==> src/hw/rcsl_defines.svh <==
`ifndef RCSL_DEFINES_SVH
`define RCSL_DEFINES_SVH

// Register indices on the plain register port
`define RCSL_ADDR_RCS 2'h0
`define RCSL_ADDR_STK 2'h1
`define RCSL_ADDR_CFG_LO 2'h2
`define RCSL_ADDR_CFG_HI 2'h3

// Reset control/status bit positions
`define RCSL_RCS_PRIO_EN 7
`define RCSL_RCS_SW_BO_EN 6
`define RCSL_RCS_INSTR 4
`define RCSL_RCS_WD_TIMEOUT 3
`define RCSL_RCS_POWER_DOWN 2
`define RCSL_RCS_POR 1
`define RCSL_RCS_BROWNOUT 0

// Return stack pointer bit positions
`define RCSL_STK_FULL 7
`define RCSL_STK_UNF 6

// Configuration field values
`define RCSL_BROWNOUT_MODE_SW 2'h1

// Vectors
`define RCSL_RESET_VECTOR 21'h000000
`define RCSL_HI_IRQ_VECTOR 21'h000008
`define RCSL_LO_IRQ_VECTOR 21'h000018
`define RCSL_PC_STEP 21'h000002

`endif

==> src/hw/rcsl_pkg.sv <==
package rcsl_pkg;
    // Power-managed state of the core when an event arrives
    typedef enum logic [3:0] {
        RCSL_MODE_FULL = 4'h1,
        RCSL_MODE_RUN = 4'h2,
        RCSL_MODE_IDLE = 4'h4,
        RCSL_MODE_SLEEP = 4'h8
    } rcsl_mode_e;
endpackage

==> src/hw/rcsl_reset_cause.sv <==
// Decided for this implementation: the strobed register port and the address map.
`timescale 1ns/1ns
`default_nettype none
`include "rcsl_defines.svh"
// Summary of operation
// - Reset-insensitive registers are undefined at power-on, kept through other resets.
// - Watchdog wake-up resumes execution, touching only status bits.
// - Power-on: vector 0; sets enable, instruction, timeout, power-down; clears power-on, brown-out, stack.
// - Reset instruction: vector 0, clears only the reset-instruction flag.
// - Brown-out: vector 0, sets instruction, timeout, power-down flags, clears brown-out flag.
// - Pin reset in run mode sets TO; in idle or sleep also clears PD.
// - Pin reset at full power: vector 0, all flags unchanged.
// - Watchdog timeout while running: vector 0, clears TO flag only.
// - Stack full reset when enabled: vector 0, sets stack-full flag.
// - Stack underflow reset when enabled: vector 0, sets underflow flag.
// - Underflow without reset enable: program counter to 0, underflow flag set, no reset.
// - Watchdog timeout in idle or sleep wakes, resumes two bytes on, clears both flags.
// - Interrupt wake-up clears power-down and resumes two bytes past the sleep.
// - Interrupt wake-up with a global interrupt enable set jumps to vector 08h or 18h.
// - Brown-out mode 01: enable resets to 1 at power-on, holds otherwise; else 0.
// - Control/status: priority enable b7, sw enable b6, b5 unused, flags b4..b0.
// - Unimplemented bits read as zero.
// - Config bytes carry brown-out level, mode, delay, postscaler, watchdog mode, enables.
// - Every reset directs execution to address 0000h.
// - Stack flags clear only by software write or power-on.
// - Software brown-out enable acts and reads only in mode 01.
module rcsl_reset_cause
    import rcsl_pkg::*;
#(
    parameter int PC_W = 21
) (
    input wire logic sys_clk_i,
    input wire logic rst_i,
    // Reset and wake events, one-cycle pulses
    input wire logic por_evt_i,
    input wire logic brownout_evt_i,
    input wire logic external_reset_pin_evt_i,
    input wire logic reset_instr_evt_i,
    input wire logic watchdog_timer_evt_i,
    input wire logic stack_full_evt_i,
    input wire logic stack_underflow_evt_i,
    input wire logic irq_wake_evt_i,
    input wire logic [3:0] mode_i,
    input wire logic high_irq_global_enable_i,
    input wire logic low_irq_global_enable_i,
    input wire logic irq_high_pending_i,
    input wire logic [PC_W-1:0] program_counter_i,
    input wire logic [4:0] stack_ptr_i,
    // Configuration bytes, static
    input wire logic [1:0] brownout_level_cfg_i,
    input wire logic [1:0] brownout_mode_cfg_i,
    input wire logic powerup_delay_disable_cfg_i,
    input wire logic [3:0] watchdog_postscale_cfg_i,
    input wire logic [1:0] watchdog_mode_cfg_i,
    input wire logic external_reset_pin_enable_i,
    input wire logic stack_fault_reset_enable_i,
    // Register port
    input wire logic [1:0] reg_addr_i,
    input wire logic [7:0] reg_wdata_i,
    input wire logic reg_we_i,
    input wire logic reg_re_i,
    output logic [7:0] reg_rdata_o,
    // Core control
    output logic core_reset_o,
    output logic pc_load_o,
    output logic [PC_W-1:0] pc_load_value_o,
    output logic sw_brownout_enable_o,
    output logic irq_priority_enable_o
);

    // Refuse widths the vector logic cannot serve; the low vector needs five bits
    if (PC_W < 8 || PC_W > 21) begin : g_pc_w_check
        $error("rcsl_reset_cause: PC_W must be 8..21");
    end

    // ************************************************************
    // Integration notes
    // ************************************************************
    // The block only records causes and picks a vector; the timers that
    // stretch a reset and the comparators that detect a brown-out live
    // elsewhere and hand over one-cycle event pulses.
    // rst_i is the power-on reset itself. It must be held across at least
    // one clock edge, and the first event may arrive at the first edge
    // after its release.
    // All event pulses are sampled on the same edge. When several come
    // together, power-on wins, then brown-out, then the rest combine.
    // A control/status write that meets any reset or wake event is dropped, so software
    // never overwrites a cause that hardware is just recording.
    // core_reset_o and pc_load_o are registered one-cycle pulses, late by
    // one clock; the core must not act on the event pulses directly.
    // An underflow with the reset enable clear loads address zero but
    // leaves core_reset_o low, so control registers keep their contents.
    // Stack-full sets its flag even without the reset enable, as the
    // stack logic still reports a full stack.
    // The configuration inputs are expected static; a change is seen by
    // the next read and the next event without any resynchronisation.

    // ************************************************************
    // Event decode
    // ************************************************************
    // Mode flags; mode_i is one-hot, so an illegal code matches no mode
    // and then behaves as run mode for pin events
    logic in_full;
    logic in_run;
    logic in_lowpwr;
    // Decoded event classes
    logic pin_rst;
    logic wd_rst;
    logic wd_wake;
    logic stk_rst;
    logic unf_rst;
    logic unf_err;
    logic any_rst;
    logic flag_evt;
    logic sw_mode;

    // Core power state at the event
    assign in_full = (mode_i == RCSL_MODE_FULL);
    assign in_run = (mode_i == RCSL_MODE_RUN);
    assign in_lowpwr = (mode_i == RCSL_MODE_IDLE) || (mode_i == RCSL_MODE_SLEEP);

    // Pin only counts when the pin is enabled as reset
    assign pin_rst = external_reset_pin_evt_i && external_reset_pin_enable_i;
    // Watchdog restarts a running core
    assign wd_rst = watchdog_timer_evt_i && !in_lowpwr;
    assign wd_wake = watchdog_timer_evt_i && in_lowpwr;

    // Stack faults restart the core only when the reset enable is set
    assign stk_rst = stack_full_evt_i && stack_fault_reset_enable_i;
    assign unf_rst = stack_underflow_evt_i && stack_fault_reset_enable_i;
    assign unf_err = stack_underflow_evt_i && !stack_fault_reset_enable_i;

    // Every source that restarts the core
    assign any_rst = por_evt_i || brownout_evt_i || pin_rst || reset_instr_evt_i
                     || wd_rst || stk_rst || unf_rst;
    // Events that rewrite control/status bits; a write in the same cycle loses
    assign flag_evt = any_rst || wd_wake || irq_wake_evt_i;

    // software enable only in mode 01
    assign sw_mode = (brownout_mode_cfg_i == `RCSL_BROWNOUT_MODE_SW);

    // ************************************************************
    // Control/status flags
    // ************************************************************
    // Cause flags, kept in flops so a software write lasts until the next event
    logic irq_priority_enable_q;
    logic sw_brownout_enable_q;
    logic reset_instr_flag_q;
    logic watchdog_timeout_flag_q;
    logic power_down_flag_q;
    logic por_flag_q;
    logic brownout_flag_q;
    logic wr_rcs;
    logic wr_stk;

    // Register write decode
    assign wr_rcs = reg_we_i && (reg_addr_i == `RCSL_ADDR_RCS);
    assign wr_stk = reg_we_i && (reg_addr_i == `RCSL_ADDR_STK);

    // power-on beats brown-out beats others; hardware beats software
    always_ff @(posedge sys_clk_i or posedge rst_i) begin
        if (rst_i) begin
            irq_priority_enable_q <= 1'b0;
            reset_instr_flag_q <= 1'b1;
            watchdog_timeout_flag_q <= 1'b1;
            power_down_flag_q <= 1'b1;
            por_flag_q <= 1'b0;
            brownout_flag_q <= 1'b0;
        end else if (por_evt_i) begin
            // power-on event repeats the image on the clocked path
            irq_priority_enable_q <= 1'b0;
            reset_instr_flag_q <= 1'b1;
            watchdog_timeout_flag_q <= 1'b1;
            power_down_flag_q <= 1'b1;
            por_flag_q <= 1'b0;
            brownout_flag_q <= 1'b0;
        end else if (brownout_evt_i) begin
            // brown-out flags; power-on flag and priority enable untouched
            reset_instr_flag_q <= 1'b1;
            watchdog_timeout_flag_q <= 1'b1;
            power_down_flag_q <= 1'b1;
            brownout_flag_q <= 1'b0;
        end else if (flag_evt) begin
            // instruction clears only its own flag
            if (reset_instr_evt_i) begin
                reset_instr_flag_q <= 1'b0;
            end
            // pin outside full power sets timeout; full power keeps all
            if (pin_rst && !in_full) begin
                watchdog_timeout_flag_q <= 1'b1;
            end
            // pin in idle or sleep also clears power-down
            if (pin_rst && in_lowpwr) begin
                power_down_flag_q <= 1'b0;
            end
            // watchdog reset clears timeout; wake clears both
            if (wd_rst || wd_wake) begin
                watchdog_timeout_flag_q <= 1'b0;
            end
            if (wd_wake || irq_wake_evt_i) begin
                power_down_flag_q <= 1'b0;
            end
        end else if (wr_rcs) begin
            irq_priority_enable_q <= reg_wdata_i[`RCSL_RCS_PRIO_EN];
            reset_instr_flag_q <= reg_wdata_i[`RCSL_RCS_INSTR];
            watchdog_timeout_flag_q <= reg_wdata_i[`RCSL_RCS_WD_TIMEOUT];
            power_down_flag_q <= reg_wdata_i[`RCSL_RCS_POWER_DOWN];
            por_flag_q <= reg_wdata_i[`RCSL_RCS_POR];
            brownout_flag_q <= reg_wdata_i[`RCSL_RCS_BROWNOUT];
        end
    end

    // power-on sets the software enable; it is forced low outside
    // mode 01, so the flop only matters while that mode is selected
    always_ff @(posedge sys_clk_i or posedge rst_i) begin
        if (rst_i) begin
            // Power-on image; masked to zero outside mode 01
            sw_brownout_enable_q <= 1'b1;
        end else if (!sw_mode) begin
            sw_brownout_enable_q <= 1'b0;
        end else if (por_evt_i) begin
            sw_brownout_enable_q <= 1'b1;
        end else if (wr_rcs && !flag_evt) begin
            sw_brownout_enable_q <= reg_wdata_i[`RCSL_RCS_SW_BO_EN];
        end
    end

    // ************************************************************
    // Stack fault flags
    // ************************************************************
    // Sticky fault flags, cleared only by power-on or by software
    logic stack_full_flag_q;
    logic stack_underflow_flag_q;
    // cleared only by power-on or software; set wins over clear
    always_ff @(posedge sys_clk_i or posedge rst_i) begin
        if (rst_i) begin
            stack_full_flag_q <= 1'b0;
            stack_underflow_flag_q <= 1'b0;
        end else if (por_evt_i) begin
            stack_full_flag_q <= 1'b0;
            stack_underflow_flag_q <= 1'b0;
        end else begin
            // stack full sets flag; stack logic sets it even without reset
            if (stack_full_evt_i) begin
                stack_full_flag_q <= 1'b1;
            end else if (wr_stk && !reg_wdata_i[`RCSL_STK_FULL]) begin
                stack_full_flag_q <= 1'b0;
            end
            if (stack_underflow_evt_i) begin
                stack_underflow_flag_q <= 1'b1;
            end else if (wr_stk && !reg_wdata_i[`RCSL_STK_UNF]) begin
                stack_underflow_flag_q <= 1'b0;
            end
        end
    end

    // ************************************************************
    // Restart and wake vectors
    // ************************************************************
    // Next restart or wake vector, worked out from this cycle's events
    logic [PC_W-1:0] vec_d;
    logic load_d;
    always_comb begin
        load_d = 1'b1;
        // any reset goes to the reset vector; so does underflow
        vec_d = PC_W'(`RCSL_RESET_VECTOR);
        if (any_rst || unf_err) begin
            vec_d = PC_W'(`RCSL_RESET_VECTOR);
        end else if (irq_wake_evt_i
                     && (high_irq_global_enable_i || low_irq_global_enable_i)) begin
            vec_d = irq_high_pending_i ? PC_W'(`RCSL_HI_IRQ_VECTOR)
                                       : PC_W'(`RCSL_LO_IRQ_VECTOR);
        end else if (wd_wake || irq_wake_evt_i) begin
            // resume after the sleep instruction; likewise
            vec_d = program_counter_i + PC_W'(`RCSL_PC_STEP);
        end else begin
            load_d = 1'b0;
        end
    end

    // Vector and reset strobe registered so outputs come from flops
    always_ff @(posedge sys_clk_i or posedge rst_i) begin
        if (rst_i) begin
            pc_load_o <= 1'b0;
            pc_load_value_o <= '0;
            core_reset_o <= 1'b1;
        end else begin
            pc_load_o <= load_d;
            pc_load_value_o <= vec_d;
            // underflow error does not reset the core
            core_reset_o <= any_rst;
        end
    end

    // ************************************************************
    // Read port
    // ************************************************************
    // field placement; unused bits zero
    // Data stand only in the cycle after the strobe, zero otherwise
    always_ff @(posedge sys_clk_i or posedge rst_i) begin
        if (rst_i) begin
            reg_rdata_o <= 8'h00;
        end else if (reg_re_i) begin
            case (reg_addr_i)
                `RCSL_ADDR_RCS: reg_rdata_o <= {irq_priority_enable_q,
                                                sw_brownout_enable_q & sw_mode,
                                                1'b0,
                                                reset_instr_flag_q,
                                                watchdog_timeout_flag_q,
                                                power_down_flag_q,
                                                por_flag_q,
                                                brownout_flag_q};
                `RCSL_ADDR_STK: reg_rdata_o <= {stack_full_flag_q, stack_underflow_flag_q,
                                                1'b0, stack_ptr_i};
                `RCSL_ADDR_CFG_LO: reg_rdata_o <= {3'h0, brownout_level_cfg_i,
                                                   brownout_mode_cfg_i,
                                                   powerup_delay_disable_cfg_i};
                `RCSL_ADDR_CFG_HI: reg_rdata_o <= {external_reset_pin_enable_i,
                                                   watchdog_postscale_cfg_i,
                                                   watchdog_mode_cfg_i,
                                                   stack_fault_reset_enable_i};
                default: reg_rdata_o <= 8'h00;
            endcase
        end else begin
            reg_rdata_o <= 8'h00;
        end
    end

    // nothing here is reset-insensitive; core keeps such registers
    // Level outputs straight from the flops, enable masked by the mode
    assign sw_brownout_enable_o = sw_brownout_enable_q & sw_mode;
    assign irq_priority_enable_o = irq_priority_enable_q;

endmodule
`default_nettype wire

==> config.mk <==
export PLATFORM = sky130hd
export DESIGN_NAME = rcsl_reset_cause
export DESIGN_NICKNAME = d
export VERILOG_FILES = /design/src/hw/rcsl_pkg.sv /design/src/hw/rcsl_reset_cause.sv
export VERILOG_INCLUDE_DIRS = /design/src /design/src/hw
export SDC_FILE = /design/constraint.sdc
export NUM_CORES = 1
export LEC_CHECK = 0
export BUFFER_PORTS_ARGS = -buffer_cell sky130_fd_sc_hd__buf_4
export CAP_MARGIN = 10
export CORE_UTILIZATION = 42
export DETAILED_ROUTE_END_ITERATION = 7
export GPL_ROUTABILITY_DRIVEN = 0
export HOLD_SLACK_MARGIN = 0.05
export PLACE_DENSITY = 0.73
export SYNTH_ARGS = -nofsm -noshare
export SYNTH_HDL_FRONTEND = slang
export SYNTH_SLANG_ARGS = --single-unit
==> constraint.sdc <==
create_clock -name sys_clk_i -period 1 [get_ports sys_clk_i]
set_input_delay 0.05 -clock sys_clk_i [delete_from_list [all_inputs] [get_ports sys_clk_i]]
set_output_delay 0.05 -clock sys_clk_i [all_outputs]
set_load 0.005 [all_outputs]
==> metrics.cfg, run 1 <==
[run_status]
status = complete, but fails checks
violations = setup timing

[worst_setup_path]
end_kind = register
arrival_ns = 1.45
timing.rr.start = power_down_flag_q$_DFFE_PP1P_
timing.rr.end = power_down_flag_q$_DFFE_PP1P_
critPathLaunchType = primary input
required_ns = 1.19
path_max_fanout = 4
r2r_slack_ns = -0.20
crit_type = primary input to register
reg2reg_depth = 3

[clock_tree]
worst_skew_pair.late_latency_ns = 0.28
clock_path_buffers = 2
cts_tree = yes
cts_num_sinks = 40
cts_buffers = 5
cts-root-buf = clkbuf_8
htree_num_levels = 2
path_clk_slew_ns = 0.07

[floorplan]
die_w_um = 73.00
io_pins = 101
core-area_sq_um = 4786
row_count = 25
start_util_pct = 44.24
dieArea_sq_um = 5328
die_height_um = 73.00

[global_routing]
grt_remaining_overflow = 0
track_usage_pct = 25.15
grt_max_degree = 41
antenna_found_initial = 0
grt_pass1_wl_mm = 10.14
grt_pass1_vias = 2222

[routing]
wl_met1_mm = 2.863
drc = 0
wl_met3_um = 321
vias = 2251
first_pass_iters = 4
drt_iter0_markers = 143
post_drt_via_cell_ratio = 5.128
drt_wl_total_mm = 6.740
detail-route-antenna-nets = 0
highest_layer = met4
route.met2.wl_mm = 3.374
wl_per_cell_um = 15.35

[sta]
period_minus_slack_ns = 1.253
finalMaxSlewViolations = 0
setup_viol = 16
fmax_mhz = 798.2
worst_slack_ns = -0.2527
fin_setup_tns_ns = -2.020
holdWs_ns = 0.06032
finalCritPeriodShare_pct = 125.3
rsz0062_at_grt = true
slew_headroom_pct = 77.52
skew_ns = 0.002807
finalHoldViolCount = 0
worst_slew_pin_slew_ns = 0.3341

[placement]
io_buffers = 99
dpl.hpwl_mm = 4.615
placed_cells = 410

[finish]
syn_to_final_growth_pct = 82.68
layout-drive-gt1-share_pct = 56.99
final_nets = 440
layout.cells.non_filler = 439
nFillCells = 301
num_antenna_cells = 0
fin_util_pct = 80.81

[hold_path]
hold_end = pc_load_value_o[14]$_DFF_PP0_
min_from = program_counter_i[14]
min_delay_path_depth = 3
hold_class = primary input to register

[logic_synthesis]
synth-edff-count = 0
async_flop_share_pct = 100.0
syn_area_per_cell_sq_um = 10.48
dominantRegCellSynth = dfrtp_1
ys_seq_elements = 40
ys_seq_area_share_pct = 47.58
synth_cell_type_count = 48
syn_area_sq_um = 2117
netlist_instances = 202
synth_nets = 271
ys_warn_count = 0

[power_and_ir_drop]
power_density_nw_per_um2 = 951.3
power_leakage_uw = 0.001793
peakVddDrop_mv = 0.7244

[job]
maxCapViolations = 0

==> flip-flops by register name, summed over array words and instances, names as in the netlist <==
name,cells
pc_load_value_o,21
reg_rdata_o,8
brownout_flag_q,1
core_reset_o,1
irq_priority_enable_o,1
pc_load_o,1
por_flag_q,1
power_down_flag_q,1
reset_instr_flag_q,1
stack_full_flag_q,1
stack_underflow_flag_q,1
sw_brownout_enable_q,1
watchdog_timeout_flag_q,1
==> final cells by class <==
| cell class | count | area [sq um] | share of cell area [%] |
|---|---|---|---|
| Inverter | 11 | 41.29 | 1.068 |
| Tap cell | 67 | 83.83 | 2.168 |
| Clock buffer | 6 | 82.58 | 2.135 |
| Clock inverter | 2 | 10.01 | 0.2588 |
| Multi-Input combinational cell | 145 | 1235 | 31.93 |
| Timing Repair Buffer | 168 | 1408 | 36.40 |
| Sequential cell | 40 | 1007 | 26.04 |
==> worst max path at each step <==
stage	start	end	slack, ns	depth (start not counted)
after floorplan	program_counter_i[1]	pc_load_value_o[19]$_DFF_PP0_	-0.36	5
after global placement	program_counter_i[15]	pc_load_value_o[20]$_DFF_PP0_	-0.46	5
after detailed placement	program_counter_i[2]	pc_load_value_o[17]$_DFF_PP0_	-0.53	6
after CTS	sw_brownout_enable_q$_DFFE_PP1P_	sw_brownout_enable_o	-0.25	3
after global routing	sw_brownout_enable_q$_DFFE_PP1P_	sw_brownout_enable_o	-0.28	3
final	program_counter_i[15]	pc_load_value_o[20]$_DFF_PP0_	-0.25	5
==> power breakdown <==
part | total (uW) | switching, uW | internal, uW
sequential | 1680 | 17.7 | 1660
clock | 1080 | 535 | 550
combinational | 915 | 378 | 537
total | 3680 | 930 | 2750
==> cell usage in the layout (no fill, tap or decap), types with 3 or more instances in the layout <==
| master | synthesis | final |
|---|---|---|
| nor2_1 | 8 | 6 |
| o21ai_0 | 7 | 5 |
| dfrtp_1 | 35 | 35 |
| dfstp_2 | 5 | 5 |
| buf_6 | 0 | 11 |
| and2_1 | 8 | 5 |
| mux4_2 | 5 | 5 |
| a21oi_1 | 4 | 3 |
| nor3_1 | 17 | 13 |
| o21ai_1 | 5 | 6 |
| and2_4 | 0 | 3 |
| nand3_1 | 11 | 9 |
| nand2_1 | 8 | 8 |
| mux2i_1 | 5 | 5 |
| a211oi_2 | 1 | 5 |
| nor4_1 | 4 | 3 |
| xnor2_1 | 12 | 12 |
| nor3_2 | 0 | 4 |
| buf_12 | 0 | 3 |
| dlygate4sd3_1 | 0 | 12 |
| nand3b_1 | 3 | 3 |
| clkbuf_8 | 0 | 6 |
| buf_4 | 0 | 137 |
| nand4_1 | 4 | 4 |
| buf_8 | 0 | 5 |
| nand3_2 | 1 | 3 |
| inv_1 | 11 | 11 |
==> logic make-up (layout without fill, tap and decap cells) <==
logic type,Yosys count,count (layout),synth area share (%)
AOI/OAI and AO/OA,29,29,8.866
xor gates and xnor gates,14,14,5.792
adders and majority gates,1,1,0.5909
buffers and inverters,17,187,3.014
DFF,40,40,47.58
muxes,12,12,8.747
and+or+nand+nor,89,89,25.41
==> routing by layer <==
layer | vias to the layer above | global-route usage, %
met1 | 1074 | 33.24
met5 | - | 0
met4 | 0 | 7.843
met2 | 83 | 41.26
met3 | 16 | 5.387
li1 | 1078 | -
==> cells in the mapped netlist, types with 2 or more instances <==
library cell	instances	area [sq um]
a211oi_1	4	30.03
a21oi_1	4	20.02
and2_1	8	50.05
and4b_1	2	20.02
buf_1	2	7.510
clkbuf_1	4	15.01
dfrtp_1	35	875.8
dfstp_2	5	131.4
inv_1	11	41.29
mux2_1	2	22.52
mux2i_1	5	50.05
mux4_2	5	112.6
nand2_1	8	30.03
nand2b_1	2	12.51
nand3_1	11	55.05
nand3b_1	3	22.52
nand4_1	4	25.02
nand4_2	2	25.02
nor2_1	8	30.03
nor2b_1	2	12.51
nor3_1	17	85.08
nor4_1	4	25.02
o21ai_0	7	35.03
o21ai_1	5	25.02
or3_1	4	25.02
or4_1	2	15.01
or4_4	2	22.52
or4b_1	2	20.02
xnor2_1	12	105.1
xor2_1	2	17.52
==> stage by stage <==
stage / area (sq um) / power [uW] / setup slack, ns
final: 3867 / 3679 / -0.2527
after global routing: 3867 / 3861 / -0.2790
after CTS: 3792 / 3664 / -0.2468
after detailed placement: 3425 / 2494 / -0.5342
after global placement: 3425 / 2482 / -0.4613
after floorplan: 2257 / 1992 / -0.3608
==> worst max-delay path: stages <==
cell and delay, ns:
buf_4 0.09, nand4_1 0.11, or4_4 0.56, or3_1 0.38, a211oi_2 0.24
==> what timing repair did <==
item / CTS / global route
hold buffers: 12 / 0
setup endpoints to repair: 15 / 18
setup buffers: 6 / 4
pin swaps: 11 / 5
gates resized for setup: 30 / 11
hold endpoints to repair: 53 / 0
Note: power is estimated with default switching activity, not from simulation.
==> run 2: changes to the inputs <==
clock period = 1.15 ns   (was 1 ns; I/O delays follow)
==> run 2 against run 1 <==
Net effect:
- largest cell class unchanged
- core utilization is 4.3 points lower
- non-clock buffer count down 7
- setup slack better by 0.21 ns
- design area down 5.3%
- sequential power down 13%
- first-iteration DRC count shrank 38%
- the run still ends with setup timing left
==> metrics.cfg, run 2 (synthesized netlist as in run 1, its figures left out) <==
[run_status]
status = complete, but fails checks
violations = setup timing

[finish]
num_antenna_cells = 0
reg_top3 = pc_load_value_o x21, reg_rdata_o x8
final_area_sq_um = 3661
fin_util_pct = 76.50
largest_register_ffs = 21
regMostFlops = pc_load_value_o
layout-drive-gt1-share_pct = 49.59
layout_common_cells = buf_4, dfrtp_1, nor3_1
layout_commonest_cell = buf_4
syn_to_final_growth_pct = 72.93
nFillCells = 337
final_nets = 433

[sta]
finalCritPeriodShare_pct = 103.3
finalMaxSlewViolations = 0
period_minus_slack_ns = 1.188
skew_ns = 0.007002
rsz0062_at_grt = true
finalHoldViolCount = 0
fin_setup_tns_ns = -0.1243
slew_headroom_pct = 78.26
worst_slew_pin_slew_ns = 0.3231
fmax_mhz = 841.6
setup_viol = 6
holdWs_ns = 0.01388
worst_slack_ns = -0.03817

[floorplan]
io_pins = 101
dieArea_sq_um = 5328
die_w_um = 73.00
die_height_um = 73.00
row_count = 25
start_util_pct = 44.24
core-area_sq_um = 4786

[clock_tree]
path_clk_slew_ns = 0.08
worst_skew_pair.late_latency_ns = 0.30
cts_num_sinks = 40
holdBufCountCts = 16
htree_num_levels = 2
cts_tree = yes
clock_path_buffers = 2
cts-root-buf = clkbuf_8
cts_buffers = 5

[routing]
detail-route-antenna-nets = 0
drt_iter0_markers = 89
vias = 2201
drt_wl_total_mm = 6.218
drc = 0
wl_per_cell_um = 14.39
first_pass_iters = 4
post_drt_via_cell_ratio = 5.095

[power_and_ir_drop]
power_leakage_uw = 0.001718
peakVddDrop_mv = 0.5174
total_power_uw = 3142
power_density_nw_per_um2 = 858.3

[worst_setup_path]
path_max_fanout = 3
crit_chain = buf_8, ha_4, nand4_4, or4_4, or3_4, a211oi_2
arrival_ns = 1.40
critPathTopFamily = simple AND/OR/NAND/NOR gates
end_kind = register
critPathLaunchType = primary input
r2r_slack_ns = -0.03
crit_buf_inv = 1
required_ns = 1.36
critPathLaunch = program_counter_i[2]
reg2reg_depth = 3
cpPeakStageDelay_ns = 0.50
timing.rr.start = power_down_flag_q$_DFFE_PP1P_
timing.rr.end = power_down_flag_q$_DFFE_PP1P_
crit_type = primary input to register
crit_slowest_cell = or4_4

[global_routing]
grt_use_met2_pct = 42.49
grt_remaining_overflow = 0
grt_pass1_vias = 2120
antenna_found_initial = 0
grt_pass1_wl_mm = 9.777
use_met3_pct = 6.354
grt_max_degree = 41
track_usage_pct = 24.56
gr-max-usage-layer = met2
use_met1_pct = 28.74

[placement]
place_area_sq_um = 3312
io_buffers = 99
dpl.hpwl_mm = 4.677

[job]
maxCapViolations = 0

[hold_path]
min_delay_path_depth = 3
hold_class = primary input to register
min_from = program_counter_i[14]
hold_end = pc_load_value_o[14]$_DFF_PP0_

[run 2: power by group]
part	internal, uW	switching [uW]	leakage, uW	total, uW
Combinational	430	292	0.00115	722
Sequential	1440	13.4	0.000527	1460
Clock	430	533	0.0000404	963
Total	2300	838	0.00172	3140
[run 2: worst reg2reg max path: cells and delay by family (launching register included)]
| kind | cells | cell delay (ns) |
|---|---|---|
| DFF | 1 | 0.57 |
| muxes | 1 | 0.07 |
| and+or+nand+nor | 2 | 0.48 |
[run 2: final cells by class]
type / count / area, sq um / share of cell area [%]
Timing Repair Buffer: 161 / 1320 / 36.06
Multi-Input combinational cell: 145 / 1116 / 30.49
Sequential cell: 40 / 1007 / 27.51
Tap cell: 67 / 83.83 / 2.290
Clock buffer: 5 / 68.82 / 1.880
Inverter: 11 / 41.29 / 1.128
Clock inverter: 3 / 23.77 / 0.6494
[run 2: what timing repair did]
| action | CTS | global route |
|---|---|---|
| hold endpoints to repair | 59 | 1 |
| endpoints found under the setup margin | 7 | 9 |
| pin swaps | 4 | 4 |
| buffers inserted | 2 | 2 |
| gates resized for setup | 11 | 6 |
[run 2: how the worst max path moves through the flow]
stage / to / slack [ns] / depth (start not counted)
floorplan: pc_load_value_o[19]$_DFF_PP0_ / -0.22 / 5
global placement: pc_load_value_o[20]$_DFF_PP0_ / -0.36 / 5
detailed placement: pc_load_value_o[18]$_DFF_PP0_ / -0.41 / 5
CTS: sw_brownout_enable_o / -0.04 / 2
global route: pc_load_value_o[17]$_DFF_PP0_ / -0.08 / 5
finish: pc_load_value_o[17]$_DFF_PP0_ / -0.04 / 6
[run 2: per-stage QoR]
step | cells | setup WS [ns]
4_1_cts | 430 | -0.03980
5_1_grt | 432 | -0.07826
3_3_place_gp | 404 | -0.3634
2_1_floorplan | 202 | -0.2185
3_5_place_dp | 404 | -0.4123
6_report | 432 | -0.03817
[run 2: routing by layer]
layer / routed length [um] / share of wire, % / vias to the layer above
li1: - / - / 1066
met1: 2480 / 40 / 1035
met2: 3224 / 52 / 85
met3: 355 / 5.7 / 15
met4: 158 / 2.5 / 0
met5: 0 / 0 / -
